==> src/core/ext_ctx_regs.svh <==
`ifndef EXT_CTX_REGS_SVH
`define EXT_CTX_REGS_SVH

// field positions inside the 128-bit extended context entry
`define EXEC_REQ_EN_BIT 90
`define CACHE_DIS_BIT 70
`define WR_PROT_EN_BIT 69
`define NO_EXEC_EN_BIT 68
`define GLOBAL_EN_BIT 67
`define GUEST_WIDTH_MSB 66
`define GUEST_WIDTH_LSB 64
`define TABLE_BASE_MSB 63
`define TABLE_BASE_LSB 12
`define PASID_EN_BIT 11

// field positions inside a first-level paging entry
`define EXEC_DIS_FLAG_BIT 63
`define PTE_GLOBAL_BIT 8

// guest width codes
`define GW30_CODE 3'h0
`define GW39_CODE 3'h1
`define GW48_CODE 3'h2
`define GW57_CODE 3'h3
`define GW64_CODE 3'h4

// width in address bits per code
`define GW30_BITS 7'h1e
`define GW39_BITS 7'h27
`define GW48_BITS 7'h30
`define GW57_BITS 7'h39
`define GW64_BITS 7'h40

// table levels per code
`define GW30_LEVELS 3'h2
`define GW39_LEVELS 3'h3
`define GW48_LEVELS 3'h4
`define GW57_LEVELS 3'h5
`define GW64_LEVELS 3'h6

// reset values
`define RSP_RST 1'h0
`define SNOOP_RST 1'h0

`endif

==> src/core/ext_ctx_pkg.sv <==
package ext_ctx_pkg;

    typedef enum logic [2:0] {
        FAULT_NONE,
        FAULT_PASID_OFF,
        FAULT_BAD_WIDTH,
        FAULT_RANGE,
        FAULT_WRITE_PROT,
        FAULT_NO_EXEC
    } fault_t;

    typedef struct packed {
        logic valid;
        logic has_pasid;
        logic untranslated;
        logic is_write;
        logic is_exec;
        logic supervisor;
        logic coherent;
        logic line_hit;
        logic line_shared;
        logic pte_read_only;
        logic [63:0] pte;
        logic supervisor_req_enable;
        logic [63:0] addr;
    } req_t;

    typedef struct packed {
        logic valid;
        logic blocked;
        fault_t fault;
        logic uncacheable;
        logic cache_lookup;
        logic line_fill;
        logic mem_update;
        logic global_page;
    } rsp_t;

    typedef struct packed {
        logic width_ok;
        logic [2:0] walk_levels;
        logic [6:0] guest_width;
        logic [63:0] table_base;
    } walk_cfg_t;

endpackage

==> src/core/guest_width_decode.sv <==
`timescale 1ns/10ps
`include "ext_ctx_regs.svh"

module guest_width_decode (
    input wire logic [2:0] code,
    input wire logic [4:0] supported,
    input wire logic [63:0] addr,
    output logic [2:0] levels,
    output logic [6:0] width,
    output logic legal,
    output logic beyond
);
    always_comb begin
        levels = 3'h0;
        width = 7'h00;
        legal = 1'b0;
        case (code)
            `GW30_CODE: begin
                levels = `GW30_LEVELS;
                width = `GW30_BITS;
                legal = supported[0];
            end
            `GW39_CODE: begin
                levels = `GW39_LEVELS;
                width = `GW39_BITS;
                legal = supported[1];
            end
            `GW48_CODE: begin
                levels = `GW48_LEVELS;
                width = `GW48_BITS;
                legal = supported[2];
            end
            `GW57_CODE: begin
                levels = `GW57_LEVELS;
                width = `GW57_BITS;
                legal = supported[3];
            end
            `GW64_CODE: begin
                levels = `GW64_LEVELS;
                width = `GW64_BITS;
                legal = supported[4];
            end
            default: begin
                legal = 1'b0;
            end
        endcase
    end

    // a 64-bit window covers every address, so nothing can lie above it
    always_comb begin
        if (!legal || width == `GW64_BITS) begin
            beyond = 1'b0;
        end else begin
            beyond = |(addr >> width);
        end
    end
endmodule

==> src/core/ext_context_entry_decode.sv <==
`timescale 1ns/10ps
`include "ext_ctx_regs.svh"

module ext_context_entry_decode
    import ext_ctx_pkg::*;
(
    input wire logic clk,
    input wire logic rst_n,
    input wire logic [127:0] ext_entry,
    input wire logic memtype_supported,
    input wire logic [4:0] supported_guest_widths,
    input wire logic [6:0] host_addr_width,
    input wire req_t req,
    output rsp_t rsp_q,
    output walk_cfg_t walk_cfg_q,
    output logic snoop_enable_q
);
    logic cache_disable;
    logic write_protect_enable;
    logic no_exec_enable;
    logic global_page_enable;
    logic process_space_id_enable;
    logic execute_req_enable;
    logic [2:0] address_width;
    logic force_uncacheable;
    logic exec_disable_flag;
    logic pte_global;
    logic [2:0] levels;
    logic [6:0] guest_width;
    logic width_legal;
    logic addr_beyond;
    fault_t fault_d;
    rsp_t rsp_d;
    walk_cfg_t walk_cfg_d;

    // field extraction with the ignore conditions applied
    always_comb begin
        process_space_id_enable = ext_entry[`PASID_EN_BIT];
        execute_req_enable = ext_entry[`EXEC_REQ_EN_BIT];
        address_width = ext_entry[`GUEST_WIDTH_MSB:`GUEST_WIDTH_LSB];
        cache_disable = ext_entry[`CACHE_DIS_BIT] & memtype_supported;
        write_protect_enable = ext_entry[`WR_PROT_EN_BIT] & process_space_id_enable
                               & req.supervisor_req_enable;
        no_exec_enable = ext_entry[`NO_EXEC_EN_BIT] & process_space_id_enable
                         & execute_req_enable;
        global_page_enable = ext_entry[`GLOBAL_EN_BIT] & process_space_id_enable;
        exec_disable_flag = req.pte[`EXEC_DIS_FLAG_BIT];
        pte_global = req.pte[`PTE_GLOBAL_BIT];
    end

    // cache disable applies to coherent requests only; non-coherent ones keep the normal cache lookup
    assign force_uncacheable = cache_disable & req.coherent;

    guest_width_decode u_width (
        .code(address_width),
        .supported(supported_guest_widths),
        .addr(req.addr),
        .levels(levels),
        .width(guest_width),
        .legal(width_legal),
        .beyond(addr_beyond)
    );

    // fault priority: a broken entry outranks any per-request check
    always_comb begin
        if (!width_legal) begin
            fault_d = FAULT_BAD_WIDTH;
        end else if (req.has_pasid && !process_space_id_enable) begin
            fault_d = FAULT_PASID_OFF;
        end else if (req.untranslated && !req.has_pasid && addr_beyond) begin
            fault_d = FAULT_RANGE;
        end else if (req.is_write && req.supervisor && req.pte_read_only && write_protect_enable) begin
            fault_d = FAULT_WRITE_PROT;
        end else if (req.is_exec && exec_disable_flag && no_exec_enable) begin
            fault_d = FAULT_NO_EXEC;
        end else begin
            fault_d = FAULT_NONE;
        end
    end

    // cache policy for one request
    always_comb begin
        rsp_d = '0;
        rsp_d.valid = req.valid;
        rsp_d.fault = req.valid ? fault_d : FAULT_NONE;
        rsp_d.blocked = req.valid && fault_d != FAULT_NONE;
        rsp_d.uncacheable = req.valid && force_uncacheable;
        rsp_d.global_page = req.valid && global_page_enable && pte_global;
        if (req.valid && !rsp_d.blocked) begin
            if (force_uncacheable) begin
                // every access goes straight to memory, nothing is allocated
                rsp_d.mem_update = req.is_write;
            end else begin
                rsp_d.cache_lookup = 1'b1;
                if (req.is_write) begin
                    rsp_d.line_fill = !req.line_hit;
                    rsp_d.mem_update = !req.line_hit || req.line_shared;
                end else begin
                    // a read miss may evict a victim line
                    rsp_d.line_fill = !req.line_hit;
                end
            end
        end
    end

    // walk setup follows the entry continuously
    always_comb begin
        walk_cfg_d.width_ok = width_legal;
        walk_cfg_d.walk_levels = levels;
        walk_cfg_d.guest_width = guest_width;
        walk_cfg_d.table_base = '0;
        for (int i = `TABLE_BASE_LSB; i <= `TABLE_BASE_MSB; i++) begin
            walk_cfg_d.table_base[i] = ext_entry[i] & (7'(i) < host_addr_width);
        end
    end

    always_ff @(posedge clk or negedge rst_n) begin
        if (!rst_n) begin
            rsp_q <= '0;
        end else begin
            rsp_q <= rsp_d;
        end
    end

    always_ff @(posedge clk or negedge rst_n) begin
        if (!rst_n) begin
            walk_cfg_q <= '0;
        end else begin
            walk_cfg_q <= walk_cfg_d;
        end
    end

    // snooping is independent of cache disable; it only waits for reset release
    always_ff @(posedge clk or negedge rst_n) begin
        if (!rst_n) begin
            snoop_enable_q <= `SNOOP_RST;
        end else begin
            snoop_enable_q <= 1'b1;
        end
    end

    a_cache_dis_reserved: assert property (
        @(posedge clk) disable iff (!rst_n)
        req.valid && !memtype_supported |=> !rsp_q.uncacheable)
        else $error("cache disable honoured without memory-type support");

    a_noncoh_cached: assert property (
        @(posedge clk) disable iff (!rst_n)
        req.valid && !req.coherent |=> !rsp_q.uncacheable)
        else $error("non-coherent request forced uncacheable");

    a_cache_dis_forces: assert property (
        @(posedge clk) disable iff (!rst_n)
        req.valid && req.coherent && memtype_supported && ext_entry[`CACHE_DIS_BIT]
        |=> rsp_q.uncacheable && !rsp_q.cache_lookup && !rsp_q.line_fill)
        else $error("cache disable did not force uncacheable");

    a_snoop_kept: assert property (
        @(posedge clk) disable iff (!rst_n)
        ext_entry[`CACHE_DIS_BIT] ##1 ext_entry[`CACHE_DIS_BIT] |-> snoop_enable_q)
        else $error("snoop answer dropped under cache disable");

    a_write_miss: assert property (
        @(posedge clk) disable iff (!rst_n)
        rsp_q.valid && !rsp_q.blocked && !rsp_q.uncacheable
        && $past(req.is_write) && !$past(req.line_hit)
        |-> rsp_q.line_fill && rsp_q.mem_update && rsp_q.cache_lookup)
        else $error("write miss without line fill and memory update");

    a_wp_ignored: assert property (
        @(posedge clk) disable iff (!rst_n)
        req.valid && (!ext_entry[`PASID_EN_BIT] || !req.supervisor_req_enable)
        |=> rsp_q.fault != FAULT_WRITE_PROT)
        else $error("write protect applied while ignored");

    a_wp_blocks: assert property (
        @(posedge clk) disable iff (!rst_n)
        req.valid && width_legal && !addr_beyond && ext_entry[`PASID_EN_BIT]
        && req.supervisor_req_enable && ext_entry[`WR_PROT_EN_BIT]
        && req.is_write && req.supervisor && req.pte_read_only
        |=> rsp_q.blocked && rsp_q.fault == FAULT_WRITE_PROT)
        else $error("supervisor write to read-only page passed");

    a_nx_ignored: assert property (
        @(posedge clk) disable iff (!rst_n)
        req.valid && (!ext_entry[`PASID_EN_BIT] || !ext_entry[`EXEC_REQ_EN_BIT])
        |=> rsp_q.fault != FAULT_NO_EXEC)
        else $error("no-execute applied while ignored");

    a_nx_blocks: assert property (
        @(posedge clk) disable iff (!rst_n)
        req.valid && width_legal && ext_entry[`PASID_EN_BIT]
        && !(req.untranslated && !req.has_pasid && addr_beyond)
        && !(req.is_write && req.supervisor && req.pte_read_only && req.supervisor_req_enable
        && ext_entry[`WR_PROT_EN_BIT])
        && ext_entry[`EXEC_REQ_EN_BIT] && ext_entry[`NO_EXEC_EN_BIT]
        && req.is_exec && req.pte[`EXEC_DIS_FLAG_BIT]
        |=> rsp_q.fault == FAULT_NO_EXEC)
        else $error("fetch from execute-disabled page passed");

    a_global_page: assert property (
        @(posedge clk) disable iff (!rst_n)
        req.valid |=> rsp_q.global_page == ($past(ext_entry[`GLOBAL_EN_BIT])
        && $past(ext_entry[`PASID_EN_BIT]) && $past(req.pte[`PTE_GLOBAL_BIT])))
        else $error("global page marking wrong");

    a_walk_depth: assert property (
        @(posedge clk) disable iff (!rst_n)
        ext_entry[`GUEST_WIDTH_MSB:`GUEST_WIDTH_LSB] == `GW48_CODE
        |=> walk_cfg_q.walk_levels == `GW48_LEVELS && walk_cfg_q.guest_width == `GW48_BITS)
        else $error("48-bit code did not give four levels");

    a_range_fault: assert property (
        @(posedge clk) disable iff (!rst_n)
        req.valid && width_legal && req.untranslated && !req.has_pasid
        && address_width == `GW39_CODE && |req.addr[63:39]
        |=> rsp_q.blocked && rsp_q.fault == FAULT_RANGE)
        else $error("address above window not faulted");

    a_base_reserved: assert property (
        @(posedge clk) disable iff (!rst_n)
        host_addr_width == 7'h27 |=> walk_cfg_q.table_base[63:39] == 25'h0)
        else $error("table base bits above host width not cleared");

    a_pasid_block: assert property (
        @(posedge clk) disable iff (!rst_n)
        req.valid && width_legal && req.has_pasid && !ext_entry[`PASID_EN_BIT]
        |=> rsp_q.blocked && rsp_q.fault == FAULT_PASID_OFF && !rsp_q.mem_update)
        else $error("request with id passed while ids disabled");

    a_bad_width: assert property (
        @(posedge clk) disable iff (!rst_n)
        req.valid && ext_entry[`GUEST_WIDTH_MSB:`GUEST_WIDTH_LSB] > `GW64_CODE
        |=> rsp_q.blocked && rsp_q.fault == FAULT_BAD_WIDTH && !walk_cfg_q.width_ok)
        else $error("reserved width code not faulted");

    a_uncached_write: assert property (
        @(posedge clk) disable iff (!rst_n)
        req.valid && req.coherent && memtype_supported && ext_entry[`CACHE_DIS_BIT]
        |=> rsp_q.blocked || rsp_q.mem_update == $past(req.is_write))
        else $error("uncached access did not go straight to memory");

    a_snoop_always: assert property (
        @(posedge clk) disable iff (!rst_n)
        1'b1 |=> snoop_enable_q)
        else $error("snoop answer off after reset");

    a_read_hit: assert property (
        @(posedge clk) disable iff (!rst_n)
        req.valid && !req.is_write && req.line_hit
        && !(req.coherent && memtype_supported && ext_entry[`CACHE_DIS_BIT])
        |=> rsp_q.blocked || (rsp_q.cache_lookup && !rsp_q.line_fill && !rsp_q.mem_update))
        else $error("read hit did not stay in the cache");

    a_shared_write: assert property (
        @(posedge clk) disable iff (!rst_n)
        req.valid && req.is_write && req.line_hit && req.line_shared
        && !(req.coherent && memtype_supported && ext_entry[`CACHE_DIS_BIT])
        |=> rsp_q.blocked || (rsp_q.cache_lookup && !rsp_q.line_fill && rsp_q.mem_update))
        else $error("write to shared line did not update memory");

    a_user_write_free: assert property (
        @(posedge clk) disable iff (!rst_n)
        req.valid && !req.supervisor |=> rsp_q.fault != FAULT_WRITE_PROT)
        else $error("user-level write faulted by write protect");

    a_nx_off_allows: assert property (
        @(posedge clk) disable iff (!rst_n)
        req.valid && !ext_entry[`NO_EXEC_EN_BIT] |=> rsp_q.fault != FAULT_NO_EXEC)
        else $error("fetch refused with no-execute clear");

    a_walk_widest: assert property (
        @(posedge clk) disable iff (!rst_n)
        ext_entry[`GUEST_WIDTH_MSB:`GUEST_WIDTH_LSB] == `GW64_CODE
        |=> walk_cfg_q.walk_levels == `GW64_LEVELS && walk_cfg_q.guest_width == `GW64_BITS)
        else $error("64-bit code did not give six levels");

    a_wide_no_range: assert property (
        @(posedge clk) disable iff (!rst_n)
        req.valid && ext_entry[`GUEST_WIDTH_MSB:`GUEST_WIDTH_LSB] == `GW64_CODE
        |=> rsp_q.fault != FAULT_RANGE)
        else $error("range fault under a 64-bit window");

    a_base_low_zero: assert property (
        @(posedge clk) disable iff (!rst_n)
        1'b1 |=> walk_cfg_q.table_base[11:0] == 12'h000)
        else $error("table base has bits below the page offset");

    a_blocked_quiet: assert property (
        @(posedge clk) disable iff (!rst_n)
        req.valid |=> !rsp_q.blocked || !(rsp_q.cache_lookup || rsp_q.line_fill || rsp_q.mem_update))
        else $error("blocked request still touched cache or memory");

endmodule

==> config.mk <==
export PLATFORM = sky130hd
export DESIGN_NAME = ext_context_entry_decode
export DESIGN_NICKNAME = d
export VERILOG_FILES = /design/src/core/ext_ctx_pkg.sv /design/src/core/guest_width_decode.sv /design/src/core/ext_context_entry_decode.sv
export VERILOG_INCLUDE_DIRS = /design/src /design/src/core
export SDC_FILE = /design/constraint.sdc
export NUM_CORES = 1
export LEC_CHECK = 0
export BUFFER_PORTS_ARGS = -buffer_cell sky130_fd_sc_hd__clkbuf_2
export CORE_AREA = 8 8 136 138
export CTS_CLUSTER_SIZE = 10
export DETAILED_ROUTE_END_ITERATION = 12
export DIE_AREA = 0 0 144 146
export SLEW_MARGIN = 5
export SYNTH_ARGS = -nofsm -noshare
export SYNTH_HDL_FRONTEND = slang
export SYNTH_SLANG_ARGS = --single-unit
export TNS_END_PERCENT = 5
==> constraint.sdc <==
create_clock -name clk -period 1.75 [get_ports clk]
set_clock_uncertainty 0.1 [all_clocks]
set_input_delay 0.35 -clock clk [delete_from_list [all_inputs] [get_ports clk]]
set_output_delay 0.35 -clock clk [all_outputs]
set_load 0.01 [all_outputs]
==> qor.yml <==
status: "finished with violations"
violations: "negative setup slack"
die_y_um: 146
globalRouteOverflowTotal: 0
cap_violations: 0
mostFrequentLayoutCells: "clkbuf_2 (222), buf_4 (122), dfrtp_1 (72)"
placed_area_um2: 6670
holdWs_ps: 93.7
cts_sinks: 72
synth_compound_area_share_pct: 25.4
routed_wirelength_um: 19900
hold_viol_final: 0
ant_nets: 0
synth_warnings: 0
final_nets: 1134
syn2layout_area_growth_pct: 59.8
nFillCells: 1665
yosysSeqAreaShare_pct: 39.8
muxShareOfSynthArea_pct: 4.25
detailedPlacementHpwl_um: 16600
p_switching_mw: 1.44
grt_use_total_pct: 18.7
die_area_um2: 21000
finish.instance_area_um2: 7240
cts_buffers: 9
drcViolationCount: 0
seq_power_share_pct: 34.3
synth_top_family_by_area: "compound AO/OA/AOI/OAI gates"
cp_max_fo: 6
avgRoutedWirePerCell_um: 18.5
worstPathRequired_ps: 1870
cts_root_buf: "clkbuf_16"
drive_gt1_share_pct: 47.3
p_int_mw: 3.80
routabilityCongestion: 0.920
critPathCaptureType: "flip-flop"
worstHoldPathType: "input pin to flip-flop"
io_pins: 368
start_util_pct: 27.8
syn_avg_cell_area_um2: 8.66
grt_pass1_wl_um: 30800
synth_flop_cell: "dfrtp_1"
timing.final.ws_setup_ps: -747
postSynthCellCount: 523
power.share.clock_pct: 40.3
power.density_nw_per_um2: 723
grt_max_degree: 38
synth_xor_area_share_pct: 0
fmax_mhz: 401
finalCritPeriodShare_pct: 143
antenna_found_initial: 0
final-max-slew-violation-count: 0
drt-pass1-iter-count: 5
via_count: 5409
pwr-share-comb_pct: 25.5
setup_viol: 7
critPathLaunchType: "input pin"
synthAdderAreaFrac_pct: 0
num_rows: 47
swShare_pct: 27.5
leakage_nw: 3.68
min_period_ps: 2500
antenna_cells: 0
clockBufferDepth: 2
io_buffers: 226
tightest_slew_ps: 598
grt_pass1_vias: 5743
drt-initial-drc-count: 269
syn-cell-area_um2: 4530
core_area_um2: 16300
ys_types: 71
total_power_mw: 5.23
maxSlewHeadroom_pct: 59.9
critical_path_class: "input pin to flip-flop"
cp.arrival_ps: 2610
h-tree-depth: 3
peakVddDrop_mv: 0.459
synth_edf_count: 0
synthSimpleGateAreaFrac_pct: 23.4
cts.clk_slew.worst_paths_ps: 60
async_flop_share_pct: 100
cts_tree: "yes"
layout_commonest_cell: "clkbuf_2"
viasPerCell: 5.02
grt_setup_unrepaired: "yes"
synth-seq-cells: 72
chipWidth_um: 144
cells by family after synthesis:
| group | Yosys count |
|---|---|
| other | 2 |
| AO/OA/AOI/OAI | 168 |
| multiplexers | 15 |
| AND/OR/NAND/NOR | 204 |
| flip-flops | 72 |
| buffers and inverters | 62 |
layout make-up:
class                   instances  area, µm²  share of cell area, %
clock buffers                  10        229                   3.16
multi-input cells             400       2570                   35.5
inverters                      14       55.1                  0.760
clock inverters                 6        115                   1.59
well taps                     220        275                   3.80
repair buffers                355       2190                   30.3
flip-flops and latches         72       1800                   24.9
power groups by stage:
stage	clock network, mW	logic, mW	registers (mW)
after floorplan	0	0.495	1.88
after global placement	0	1.27	1.82
after detailed placement	0	1.26	1.82
after CTS	2.16	1.32	1.79
after global routing	2.24	1.44	1.80
final	2.11	1.33	1.79
layer usage:
| metal | track usage [%] | part of all wire [%] | up-vias |
|---|---|---|---|
| met5 | 0 | 0 | - |
| met4 | 7.52 | 2.8 | 0 |
| met3 | 4.36 | 9.0 | 32 |
| met2 | 32.7 | 49 | 292 |
| met1 | 21.3 | 40 | 2541 |
| li1 | - | - | 2544 |
worst max-delay path, stage by stage:
cell and delay [ps]:
clkbuf_16 120, nand2b_4 140, inv_4 50, buf_4 160, or3_1 350, a22oi_2 220, o21ai_1 90, o21a_1 240
a2111oi_4 420, a41oi_4 170, o31a_1 320
path summary, 6_finish.rpt:
path | cells after the start | slack (ps) | end | from
min | 2 | 90 | rsp_q[2] | req[131]
min in group asynchronous | 2 | 330 | walk_cfg_q[14] | rst_n
max in group asynchronous | 3 | 700 | rsp_q[5] | rst_n
max | 11 | -750 | rsp_q[8] | ext_entry[66]
cells in the mapped netlist, drive strengths merged (3+ instances only):
master | count | area share (%)
a2111oi | 6 | 1.6
a211oi | 5 | 0.83
a21boi | 12 | 2.0
a21o | 10 | 1.7
a21oi | 41 | 4.5
a22oi | 5 | 0.83
a31oi | 4 | 0.55
and2 | 12 | 1.7
and3 | 3 | 0.41
and4 | 3 | 0.58
buf | 30 | 4.3
clkbuf | 18 | 1.5
dfrtp | 72 | 40
inv | 14 | 1.2
mux2 | 4 | 0.99
mux2i | 8 | 1.8
mux4 | 3 | 1.5
nand2 | 37 | 3.1
nand2b | 13 | 1.9
nand3 | 8 | 0.88
nand3b | 3 | 0.50
nor2 | 55 | 4.6
nor2b | 21 | 2.9
nor3 | 18 | 2.0
nor3b | 4 | 0.66
nor4 | 6 | 0.83
o211ai | 3 | 0.50
o21a | 3 | 0.50
o21ai | 32 | 3.5
o221ai | 3 | 0.58
o22a | 4 | 0.77
o22ai | 10 | 1.4
o31ai | 3 | 0.50
o32a | 4 | 0.88
o41ai | 3 | 0.58
or2 | 3 | 0.41
or3 | 5 | 0.69
or3b | 3 | 0.58
state kept, by name, summed over array words and instances (netlist names):
signal	flops
snoop_enable_q	1
walk_cfg_q	61
rsp_q	10
per-stage QoR:
stage | setup TNS (ps) | setup slack (ps) | utilization [%] | instances
finish | -4680 | -747 | 44.5 | 1077
global route | -5260 | -832 | 44.5 | 1077
CTS | -4320 | -702 | 44.1 | 1077
detailed placement | -7670 | -1220 | 40.9 | 1054
global placement | -8230 | -1290 | 40.9 | 1054
floorplan | -5030 | -711 | - | 534
what timing repair did:
| item | 4_1_cts | 5_1_grt |
|---|---|---|
| setup endpoints to repair | 7 | 7 |
| pin swaps | 13 | 3 |
| hold buffers | 1 | 0 |
| endpoints found under the hold margin | 17 | 0 |
| resized for setup | 27 | 12 |
| setup buffers | 6 | 0 |
(Power assumes the default switching activity.)
